<file path="config.mk">
export PLATFORM = sky130hd
export DESIGN_NAME = ocs_bank
export DESIGN_NICKNAME = d
export VERILOG_FILES = /design/src/hdl/ocs_pkg.sv /design/src/hdl/ocs_bank.sv
export VERILOG_INCLUDE_DIRS = /design/src /design/src/hdl
export SDC_FILE = /design/constraint.sdc
export NUM_CORES = 1
export LEC_CHECK = 0
export ABC_AREA = 1
export BUFFER_PORTS_ARGS = -buffer_cell sky130_fd_sc_hd__buf_2
export CAP_MARGIN = 25
export CELL_PAD_IN_SITES_DETAIL_PLACEMENT = 1
export CELL_PAD_IN_SITES_GLOBAL_PLACEMENT = 2
export CORE_MARGIN = 2
export CORE_UTILIZATION = 28
export DETAILED_ROUTE_END_ITERATION = 6
export GPL_TIMING_DRIVEN = 0
export PLACE_DENSITY_LB_ADDON = 0.1
export SYNTH_ARGS = -nofsm -noshare
export SYNTH_HDL_FRONTEND = slang
export SYNTH_SLANG_ARGS = --single-unit
</file>
<file path="constraint.sdc">
create_clock -name SYS_CLK_IN -period 1.6 [get_ports SYS_CLK_IN]
set_input_delay 0.08 -clock SYS_CLK_IN [delete_from_list [all_inputs] [get_ports SYS_CLK_IN]]
set_output_delay 0.08 -clock SYS_CLK_IN [all_outputs]
set_load 0.05 [all_outputs]
</file>
<file path="src/hdl/ocs_regs.svh">
/*
 * Offsets, field positions, reset values and timing counts for the boost
 * regulation and charger status registers.
 * Assumes an 8-bit register port from the device's I2C slave logic.
 */
`ifndef OCS_REGS_SVH
`define OCS_REGS_SVH

`define OCS_OFS_BOOST_REG       8'h0A
`define OCS_OFS_STATUS          8'h0B
`define OCS_BOOST_RESET         8'h73
`define OCS_BOOST_VCODE_DEFAULT 4'h7
`define OCS_PFM_OFF_DEFAULT     1'b0
`define OCS_BOOST_ICODE_DEFAULT 3'h3
`define OCS_BOOST_VCODE_MSB     7
`define OCS_BOOST_VCODE_LSB     4
`define OCS_PFM_OFF_BIT         3
`define OCS_BOOST_ICODE_MSB     2
`define OCS_BOOST_ICODE_LSB     0
`define OCS_BOOST_BASE_MV       13'h11C6
`define OCS_BOOST_STEP_MV       13'h0040
`define OCS_TARGET_RESET_MV     13'h1386
`define OCS_LIMIT_RESET_MA      12'h0578
`define OCS_WDT_40S_CODE        2'h1
`define OCS_CLK_HZ              100000000
`define OCS_WDT_40S_S           40
`define OCS_WDT_40S_CYCLES      (64'(`OCS_WDT_40S_S) * 64'(`OCS_CLK_HZ))

`endif

</file>
<file path="src/hdl/ocs_pkg.sv">
/*
 * Types for the boost regulation and charger status register bank.
 * Assumes nothing beyond the register header.
 */
package ocs_pkg;

  typedef struct packed {
    logic [3:0] boost_voltage_code;
    logic       light_load_pulse_mode_off;
    logic [2:0] boost_current_limit_code;
  } ocs_boost_reg_t;

  typedef struct packed {
    logic [2:0] input_source_type;
    logic [1:0] charge_state;
    logic       power_good_flag;
    logic       reserved_zero;
    logic       system_min_regulation_flag;
  } ocs_status_reg_t;

  typedef enum logic [2:0] {
    OCS_SRC_NONE,
    OCS_SRC_STD_HOST,
    OCS_SRC_CHG_HOST,
    OCS_SRC_DEDICATED,
    OCS_SRC_HIGH_VOLT,
    OCS_SRC_UNKNOWN,
    OCS_SRC_NONSTD,
    OCS_SRC_OTG
  } ocs_source_t;

  typedef enum logic [1:0] {
    OCS_CHG_IDLE,
    OCS_CHG_PRE,
    OCS_CHG_FAST,
    OCS_CHG_DONE
  } ocs_charge_t;

endpackage

</file>
<file path="src/hdl/ocs_bank.sv">
/*
 * Boost regulation register (RW) and primary charger status register (RO).
 * The boost register holds the boost voltage code, the light-load pulse mode
 * disable bit and the boost current limit code, and drives the decoded
 * target voltage in mV and current limit in mA as registered outputs.
 * The status register samples the charger state every cycle and returns it
 * as one byte; the source field follows the detector or the select pin.
 * Read data is registered: it follows the address one clock later.
 * Assumes a one-cycle write strobe from the I2C slave, which holds the
 * address for one cycle before it takes read data from the register port.
 * Assumes status inputs synchronous to SYS_CLK_IN except the source-select
 * pin, a watchdog expiry pulse from the device's watchdog timer, and a
 * register reset pulse from the register reset control.
 * The watchdog period itself is counted outside this block.
 */
// Overview of operation
// Boost target is 4550 mV plus 64 mV per code, default code 0111.
// Pulse light-load mode bit: zero enables it, one disables it.
// Current limit code 000..111 selects 0.5 to 2.45 A, default 011.
// Detection variant reports eight source types from none to OTG.
// Basic variant reports none, standard or charging host by select pin, or OTG.
// Applied current limit is reported elsewhere, never in the source field.
// Charge state reads idle, pre-charge, fast charge or termination done.
// Power good bit reads one for a good input source.
// Reserved status bit always reads zero.
// System floor bit reads one while battery is below the minimum voltage.
// Watchdog code selects off, 40, 80 or 160 s; host access restarts it.
// Watchdog expiry restores voltage and limit defaults but keeps the PFM bit.
`timescale 1ns/100ps
`include "ocs_regs.svh"

module ocs_bank #(
  parameter bit DETECT_VARIANT = 1'b1
) (
  input  wire logic                  SYS_CLK_IN,
  input  wire logic                  RST_N_IN,
  input  wire logic                  REG_RESET_IN,
  input  wire logic                  WDT_EXPIRED_IN,
  input  wire logic [7:0]            REG_ADDR_IN,
  input  wire logic                  REG_WR_IN,
  input  wire logic [7:0]            REG_WDATA_IN,
  output logic      [7:0]            REG_RDATA_OUT,
  input  wire logic [2:0]            DETECTED_SOURCE_IN,
  input  wire logic                  SOURCE_PRESENT_IN,
  input  wire logic                  OTG_ACTIVE_IN,
  input  wire logic                  SOURCE_SELECT_PIN_IN,
  input  wire logic [1:0]            CHARGE_STATE_IN,
  input  wire logic                  POWER_GOOD_IN,
  input  wire logic                  SYSTEM_MIN_REG_IN,
  output logic      [3:0]            BOOST_VOLTAGE_CODE_OUT,
  output logic      [12:0]           BOOST_TARGET_MV_OUT,
  output logic                       LIGHT_LOAD_PULSE_MODE_OFF_OUT,
  output logic      [2:0]            BOOST_CURRENT_LIMIT_CODE_OUT,
  output logic      [11:0]           BOOST_CURRENT_LIMIT_MA_OUT
);

  logic                    rst_s1_nxt;
  logic                    rst_s1_r;
  logic                    rst_n_nxt;
  logic                    rst_n_r;
  logic [2:0]              sel_pin_nxt;
  logic [2:0]              sel_pin_r;
  logic                    sel_stable_r;
  logic                    sel_stable_nxt;
  logic                    boost_wr_hit;
  logic                    rd_boost_hit;
  logic                    rd_status_hit;
  logic [7:0]              rdata_nxt;
  logic [7:0]              rdata_r;
  ocs_pkg::ocs_boost_reg_t boost_r;
  ocs_pkg::ocs_boost_reg_t boost_nxt;
  ocs_pkg::ocs_status_reg_t status_r;
  ocs_pkg::ocs_status_reg_t status_nxt;
  logic [12:0]             target_nxt;
  logic [12:0]             target_r;
  logic [11:0]             lim_ma_nxt;
  logic [11:0]             lim_ma_r;

  // Reset release
  always_comb begin
    rst_s1_nxt = 1'b1;
    rst_n_nxt  = rst_s1_r;
  end

  always_ff @(posedge SYS_CLK_IN or negedge RST_N_IN) begin
    if (!RST_N_IN) begin
      rst_s1_r <= 1'b0;
      rst_n_r  <= 1'b0;
    end else begin
      rst_s1_r <= rst_s1_nxt;
      rst_n_r  <= rst_n_nxt;
    end
  end

  // Source-select pin synchroniser; change taken when stages two and three agree
  always_comb begin
    sel_pin_nxt    = {sel_pin_r[1:0], SOURCE_SELECT_PIN_IN};
    sel_stable_nxt = sel_stable_r;
    if (sel_pin_r[1] == sel_pin_r[2]) begin
      sel_stable_nxt = sel_pin_r[2];
    end
  end

  always_ff @(posedge SYS_CLK_IN or negedge rst_n_r) begin
    if (!rst_n_r) begin
      sel_pin_r    <= 3'h0;
      sel_stable_r <= 1'b0;
    end else begin
      sel_pin_r    <= sel_pin_nxt;
      sel_stable_r <= sel_stable_nxt;
    end
  end

  // Address decode
  always_comb begin
    boost_wr_hit  = 1'b0;
    rd_boost_hit  = 1'b0;
    rd_status_hit = 1'b0;
    if (REG_ADDR_IN == `OCS_OFS_BOOST_REG) begin
      boost_wr_hit = REG_WR_IN;
      rd_boost_hit = 1'b1;
    end else if (REG_ADDR_IN == `OCS_OFS_STATUS) begin
      rd_status_hit = 1'b1;
    end
  end

  // Boost regulation register
  always_comb begin
    boost_nxt = boost_r;
    if (REG_RESET_IN) begin
      boost_nxt = `OCS_BOOST_RESET;
    end else if (WDT_EXPIRED_IN) begin
      boost_nxt.boost_voltage_code       = `OCS_BOOST_VCODE_DEFAULT;
      boost_nxt.boost_current_limit_code = `OCS_BOOST_ICODE_DEFAULT;
    end else if (boost_wr_hit) begin
      boost_nxt = REG_WDATA_IN;
    end
  end

  // Boost target and current limit decode
  always_comb begin
    target_nxt = 13'(`OCS_BOOST_BASE_MV + (`OCS_BOOST_STEP_MV * 13'(boost_nxt.boost_voltage_code)));
    case (boost_nxt.boost_current_limit_code)
      3'h0:    lim_ma_nxt = 12'h01F4;
      3'h1:    lim_ma_nxt = 12'h02EE;
      3'h2:    lim_ma_nxt = 12'h04B0;
      3'h3:    lim_ma_nxt = 12'h0578;
      3'h4:    lim_ma_nxt = 12'h0672;
      3'h5:    lim_ma_nxt = 12'h0753;
      3'h6:    lim_ma_nxt = 12'h0866;
      default: lim_ma_nxt = 12'h0992;
    endcase
  end

  always_ff @(posedge SYS_CLK_IN or negedge rst_n_r) begin
    if (!rst_n_r) begin
      boost_r  <= `OCS_BOOST_RESET;
      target_r <= `OCS_TARGET_RESET_MV;
      lim_ma_r <= `OCS_LIMIT_RESET_MA;
    end else begin
      boost_r  <= boost_nxt;
      target_r <= target_nxt;
      lim_ma_r <= lim_ma_nxt;
    end
  end

  // Status register capture
  always_comb begin
    status_nxt = '0;
    if (OTG_ACTIVE_IN) begin
      status_nxt.input_source_type = ocs_pkg::OCS_SRC_OTG;
    end else if (!SOURCE_PRESENT_IN) begin
      status_nxt.input_source_type = ocs_pkg::OCS_SRC_NONE;
    end else if (DETECT_VARIANT) begin
      status_nxt.input_source_type = DETECTED_SOURCE_IN;
    end else if (sel_stable_r) begin
      status_nxt.input_source_type = ocs_pkg::OCS_SRC_STD_HOST;
    end else begin
      status_nxt.input_source_type = ocs_pkg::OCS_SRC_CHG_HOST;
    end
    status_nxt.charge_state               = CHARGE_STATE_IN;
    status_nxt.power_good_flag            = POWER_GOOD_IN;
    status_nxt.reserved_zero              = 1'b0;
    status_nxt.system_min_regulation_flag = SYSTEM_MIN_REG_IN;
  end

  always_ff @(posedge SYS_CLK_IN or negedge rst_n_r) begin
    if (!rst_n_r) begin
      status_r <= '0;
    end else begin
      status_r <= status_nxt;
    end
  end

  // Read port, registered
  always_comb begin
    if (rd_boost_hit) begin
      rdata_nxt = boost_r;
    end else if (rd_status_hit) begin
      rdata_nxt = status_r;
    end else begin
      rdata_nxt = 8'h00;
    end
  end

  always_ff @(posedge SYS_CLK_IN or negedge rst_n_r) begin
    if (!rst_n_r) begin
      rdata_r <= 8'h00;
    end else begin
      rdata_r <= rdata_nxt;
    end
  end

  // Register outputs
  assign REG_RDATA_OUT                 = rdata_r;
  assign BOOST_VOLTAGE_CODE_OUT        = boost_r.boost_voltage_code;
  assign BOOST_TARGET_MV_OUT           = target_r;
  assign LIGHT_LOAD_PULSE_MODE_OFF_OUT = boost_r.light_load_pulse_mode_off;
  assign BOOST_CURRENT_LIMIT_CODE_OUT  = boost_r.boost_current_limit_code;
  assign BOOST_CURRENT_LIMIT_MA_OUT    = lim_ma_r;

endmodule

</file>
Word level (Yosys, flattened, before mapping)
Index checks and enable logic that the tools add are counted.

operators by class
  bitwise gates (word level) = 0
  equality and inequality tests = 9
  reduce and logical (&&, ||, !) cells = 3
  multipliers = 0
  div/mod/pow operators = 0
  magnitude comparators = 0
  shift operators = 0
  $add $sub $neg = 1
  mux-type cells = 14

operators by type and width
  operator                                                                number
  12-bit case mux with 7 select lines                                     1
  8-bit 2-to-1 mux                                                        4
  8-bit by 4-bit equality test with 1-bit output (second input constant)  2
  13-bit by 10-bit adder with 13-bit output (first input constant)        1
  3-bit equality test (second input constant)                             3
  3-bit 2-to-1 mux                                                        3
  3-bit by 2-bit equality test with 1-bit output (second input constant)  2
  1-bit 2-to-1 mux                                                        5
  4-bit 2-to-1 mux                                                        1
  3-bit by 1-bit equality test with 1-bit output (second input constant)  1
  3-bit logical NOT                                                       1
  2-bit != test (second input constant)                                   1
  2-bit AND reduction                                                     1
  2-bit nonzero test                                                      1

storage, ports and cells
  register bits = 50
  output and inout port bits = 41
  word-level logic and storage cells = 39
  memories = 0
  bits of input ports = 31
  bits in latches = 0
  bits in writable memories = 0
  memory bits (read-only) = 0

Longest topological paths before layout
  depth after elaboration = 7
  gate-level depth with buffers = 13
  mapped depth without buffers = 12

Least setup slack after synthesis
Ideal clock, no wire load.

  kind = input-to-reg
  start point = input port REG_ADDR_IN[7]
  end point = register target_r[10] (netlist: BOOST_TARGET_MV_OUT[10])
  arrival = 1.241 ns
  path slack = 0.243 ns
  stages = 12
  buffers on the path = 1
  setup time = 0.116 ns
  data required time = 1.484 ns
  cell sequence = nor2_1 -> nand2_2 -> inv_2 -> nand3_2 -> buf_6 -> nand2_1 -> nand2_1 -> a21oi_2 -> ha_1 -> inv_1 -> nor2_1 -> nor2_1

between the ends
  longest elaborated chain between the ends = 6

RTL lines
  element                                                          RTL line         RTL
  start: declaration                                               ocs_bank.sv:39   input wire logic [7:0] REG_ADDR_IN,
  8-bit by 4-bit equality test with 1-bit output (no source line)  --
  1-bit 2-to-1 mux                                                 ocs_bank.sv:119  if (REG_ADDR_IN == `OCS_OFS_BOOST_REG) begin
  8-bit 2-to-1 mux                                                 ocs_bank.sv:135  end else if (boost_wr_hit) begin
  4-bit 2-to-1 mux                                                 ocs_bank.sv:132  end else if (WDT_EXPIRED_IN) begin
  8-bit 2-to-1 mux                                                 ocs_bank.sv:130  if (REG_RESET_IN) begin
  13-bit by 10-bit adder with 13-bit output (no source line)       --
  via target_nxt[10]                                               ocs_bank.sv:74   logic [12:0] target_nxt;
  end signal: assignment                                           ocs_bank.sv:158  target_r <= `OCS_TARGET_RESET_MV;
  end signal: assignment                                           ocs_bank.sv:162  target_r <= target_nxt;
  end: declaration                                                 ocs_bank.sv:75   logic [12:0] target_r;

The timed path passes the listed nets, and every way through them passes these cells. The select of a mux whose other input is x is not followed.
A chain may end at the register's enable or synchronous reset.

Worst setup path in the final report
Same ends and word-level chain as after synthesis.

==> results by group <==
Worst setup path
  – Reg-to-reg endpoint: BOOST_TARGET_MV_OUT[10]$_DFF_PN0_
  – Max FO, Critical Path: 10
  – Reg2reg setup slack: 0.34 ns
  – Cell Chain, Critical Path: buf_2, nor2_1, nand2_2, inv_2, nand3_2, buf_6, nand2_1, nand2_1, a21oi_2, ha_1, inv_1, nor2_1, nor2_1
  – Setup crit start kind: input pin
  – Critical Path Slowest Stage Cell: ha_1
  – Worst Path Required: between 1.5 and 2 ns
  – Worst r2r src: BOOST_VOLTAGE_CODE_OUT[0]$_DFF_PN1_
  – CP most frequent cell: nor2_1
  – CP Class: in2reg
  – R2R depth: 7
  – CP Data Arrival Time: 1.54 ns
  – Crit-path max cell delay: 0.24 ns
  – CP endpoint kind: flip-flop

STA
  – Slew Viols, Final: 0
  – Tmin final: roughly 1.3 ns
  – FMAX: about 740 MHz
  – Worst slew margin: approximately two fifths
  – Final hold violation count: 0
  – Final Hold Slack: ~0.023 ns
  – Final Skew: about 0.006 ns
  – Fin crit share: 84.2%
  – Worst-margin pin slew: 0.875 ns
  – RSZ-0062 raised after global routing: false
  – Sum Neg Setup Slack: 0 ns
  – # setup viols final: 0

Final layout
  – FF+latch area: between 1000 and 1500 µm²
  – Final Instance Count excl. Fillers: about 340
  – Layout cell share with drive strength beyond 1: between 40% and 50%
  – Diode count: 0
  – Fin util: around two fifths
  – Nets: between 200 and 300
  – Area of the multi-input gates: 636 µm²
  – Fillers: 769
  – Area delta synth->final: 34.4%

Power and ir drop
  – Leak Pwr: roughly 0.0013 µW
  – Worst VDD drop: ~0.00039 V
  – Cell area power density: 783 nW/µm²
  – Tot Pwr: 1950 µW

Synthesis
  – Distinct cells, synth: 28
  – Synthesized cell area: 1850 µm²
  – Post-Synthesis Cells: approximately 180
  – Top-count cell post-synth: nand2_1
  – Synth Register Bits: 42
  – Top cells by area, synth: dfrtp_1 38%, dfstp_2 20%, nand2_1 7.7%, nand3_2 4.3%, inv_1 4.3%
  – YS warnings: 0
  – Async SR Flop Fraction: 100%
  – Top cells by instance count after synthesis: 38 x nand2_1, 28 x dfrtp_1, 21 x inv_1
  – Sequential fraction of the synthesis area: between 50 and 60%
  – Syn_area_per_cell: around 11 µm²
  – Post-synth EDFFs: 0
  – Largest area contributor in the netlist: dfrtp_1
  – Top FF cell, synth: dfrtp_1
  – Top-area cell type share of the netlist area: approximately 38%

Place
  – Dpl hpwl: 3080 µm
  – Cell count after placement: between 300 and 400
  – Port Buffer Count: a little over 60
  – Final Wtd Congestion: slightly below 0.7

CTS
  – CTS Buf Count: 5
  – Insertion delay to the later sink of the worst-skew pair: ~0.3 ns
  – Setup Fix Bufs, Post-CTS: 0
  – Clock Path Buffers: 2
  – H-tree depth: 2
  – Clock tree from TritonCTS: yes
  – Worst-path clk slew: approximately 0.080 ns
  – CTS resizes: 0
  – Clk root buf: clkbuf_8
  – Clock sinks: 42
  – Post-CTS Hold Fix Bufs: 12

Drt
  – First-pass DRT Iterations: 4
  – Antenna viol nets, final: 0
  – Drt drc: 0
  – Via count: about 1400
  – Avg WL per Cell: roughly 12 µm
  – Total Wirelength: 4140 µm
  – 1st-iter DRT viols: 41
  – Via/cell ratio: about 4.1

Floorplan
  – I/O pin count: 72
  – Std-Cell Rows: 29
  – Die H: between 80 and 90 µm
  – Initial core utilization: just under 30%
  – Die X: between 80 and 90 µm
  – Core Area: about 6400 µm²
  – Die ar.: 7280 µm²

Global route
  – Total global-route track usage: ~12%
  – Remaining Overflow, GRT: 0
  – Pin count of the biggest net entering global routing: 41
  – First-pass GRT wire length: around 6800 µm
  – Initial antenna violation count: 0
  – Via count of the first global-routing pass: ~1500

Min path
  – Hold WC Path Type: in2reg
  – Hold Path Depth: 2
  – Hold Path Origin: REG_RESET_IN
  – Hold Path Sink: LIGHT_LOAD_PULSE_MODE_OFF_OUT$_DFFE_PN0P_

Job
  – Max cap viols: 0

Status
  – Outcome: finished, final reports clean
[kinds of logic after synthesis]
logic type                 after synthesis  synth area share [%]
AOI/OAI and AO/OA                       11                  3.38
adders and majority gates                1                 0.676
buffers and inverters                   36                  9.33
other                                    2                 0.406
DFF                                     42                  57.7
xor gates and xnor gates                 2                 0.947
and+or+nand+nor                         82                  27.5
[registers in the layout, indices dropped and copies added (netlist names)]
| register | cells |
|---|---|
| BOOST_CURRENT_LIMIT_MA_OUT | 12 |
| BOOST_VOLTAGE_CODE_OUT | 4 |
| rst_n_nxt | 1 |
| rst_n_r | 1 |
| BOOST_CURRENT_LIMIT_CODE_OUT | 3 |
| status_r | 7 |
| BOOST_TARGET_MV_OUT | 5 |
| LIGHT_LOAD_PULSE_MODE_OFF_OUT | 1 |
| REG_RDATA_OUT | 8 |
[cell type report]
class / count / share of cell area, %
well taps: 77 / 3.87
multi-input cells: 105 / 25.6
clock buffers: 6 / 2.92
repair buffers: 74 / 17.3
inverters: 27 / 4.07
plain buffers: 9 / 2.87
clock inverters: 2 / 0.402
flip-flops and latches: 42 / 43.0
[worst max path at each step]
stage,from,end,slack (ns),cells past startpoint
5_1_grt,REG_ADDR_IN[5],BOOST_TARGET_MV_OUT[10]$_DFF_PN0_,0.08,13
3_5_place_dp,REG_ADDR_IN[7],BOOST_TARGET_MV_OUT[10]$_DFF_PN0_,-0.09,13
3_3_place_gp,rst_n_r$_DFF_PN0_,status_r[3]$_DFF_PN0_,-0.16,0
2_1_floorplan,REG_ADDR_IN[7],BOOST_TARGET_MV_OUT[10]$_DFF_PN0_,0.24,12
4_1_cts,REG_ADDR_IN[7],BOOST_TARGET_MV_OUT[10]$_DFF_PN0_,0.22,13
6_report,REG_ADDR_IN[7],BOOST_TARGET_MV_OUT[10]$_DFF_PN0_,0.25,13
[layout by cell type (no fill, tap or decap), types with 2 or more instances in the layout]
cell,count
conb_1,9
o21ai_0,5
o22ai_1,3
dfrtp_1,27
nor2_2,4
nand2_4,2
buf_2,62
nand2_2,6
nand3_2,8
nor2_1,9
buf_4,8
nand3_1,5
clkbuf_8,5
inv_1,21
inv_2,6
clkinv_2,2
nand3_4,3
dlygate4sd3_1,12
nand2_1,38
dfstp_2,14
nor2_8,3
[report_power, final]
part	total (µW)	internal (µW)	switching (µW)
clock	676	303	373
sequential	1100	1080	22.0
combinational	173	72.3	101
total	1950	1450	496
[per-layer routing]
layer  GRT usage (%)  share of wire, %  vias up  wire (µm)
li1                -                 -      697          -
met1            14.6                44      665       1840
met2            20.0                47       46       1960
met3            3.60               6.4        7        266
met4            5.63               1.9        0         78
met5               0                 0        -          0
[worst max-delay path, delay by kind of cell]
family | cells | cell delay [ns]
adder cells (fa/ha/maj) | 1 | 0.24
AND/OR/NAND/NOR | 7 | 0.60
AO/OA/AOI/OAI | 1 | 0.22
buffers and inverters | 4 | 0.40
[stage by stage]
step / setup WS (ns) / area (µm²)
floorplan: 0.243 / 1880
global placement: -0.158 / 2280
detailed placement: -0.0859 / 2280
CTS: 0.225 / 2490
global route: 0.0761 / 2490
finish: 0.253 / 2490
Power figures use the tool's default switching activity.
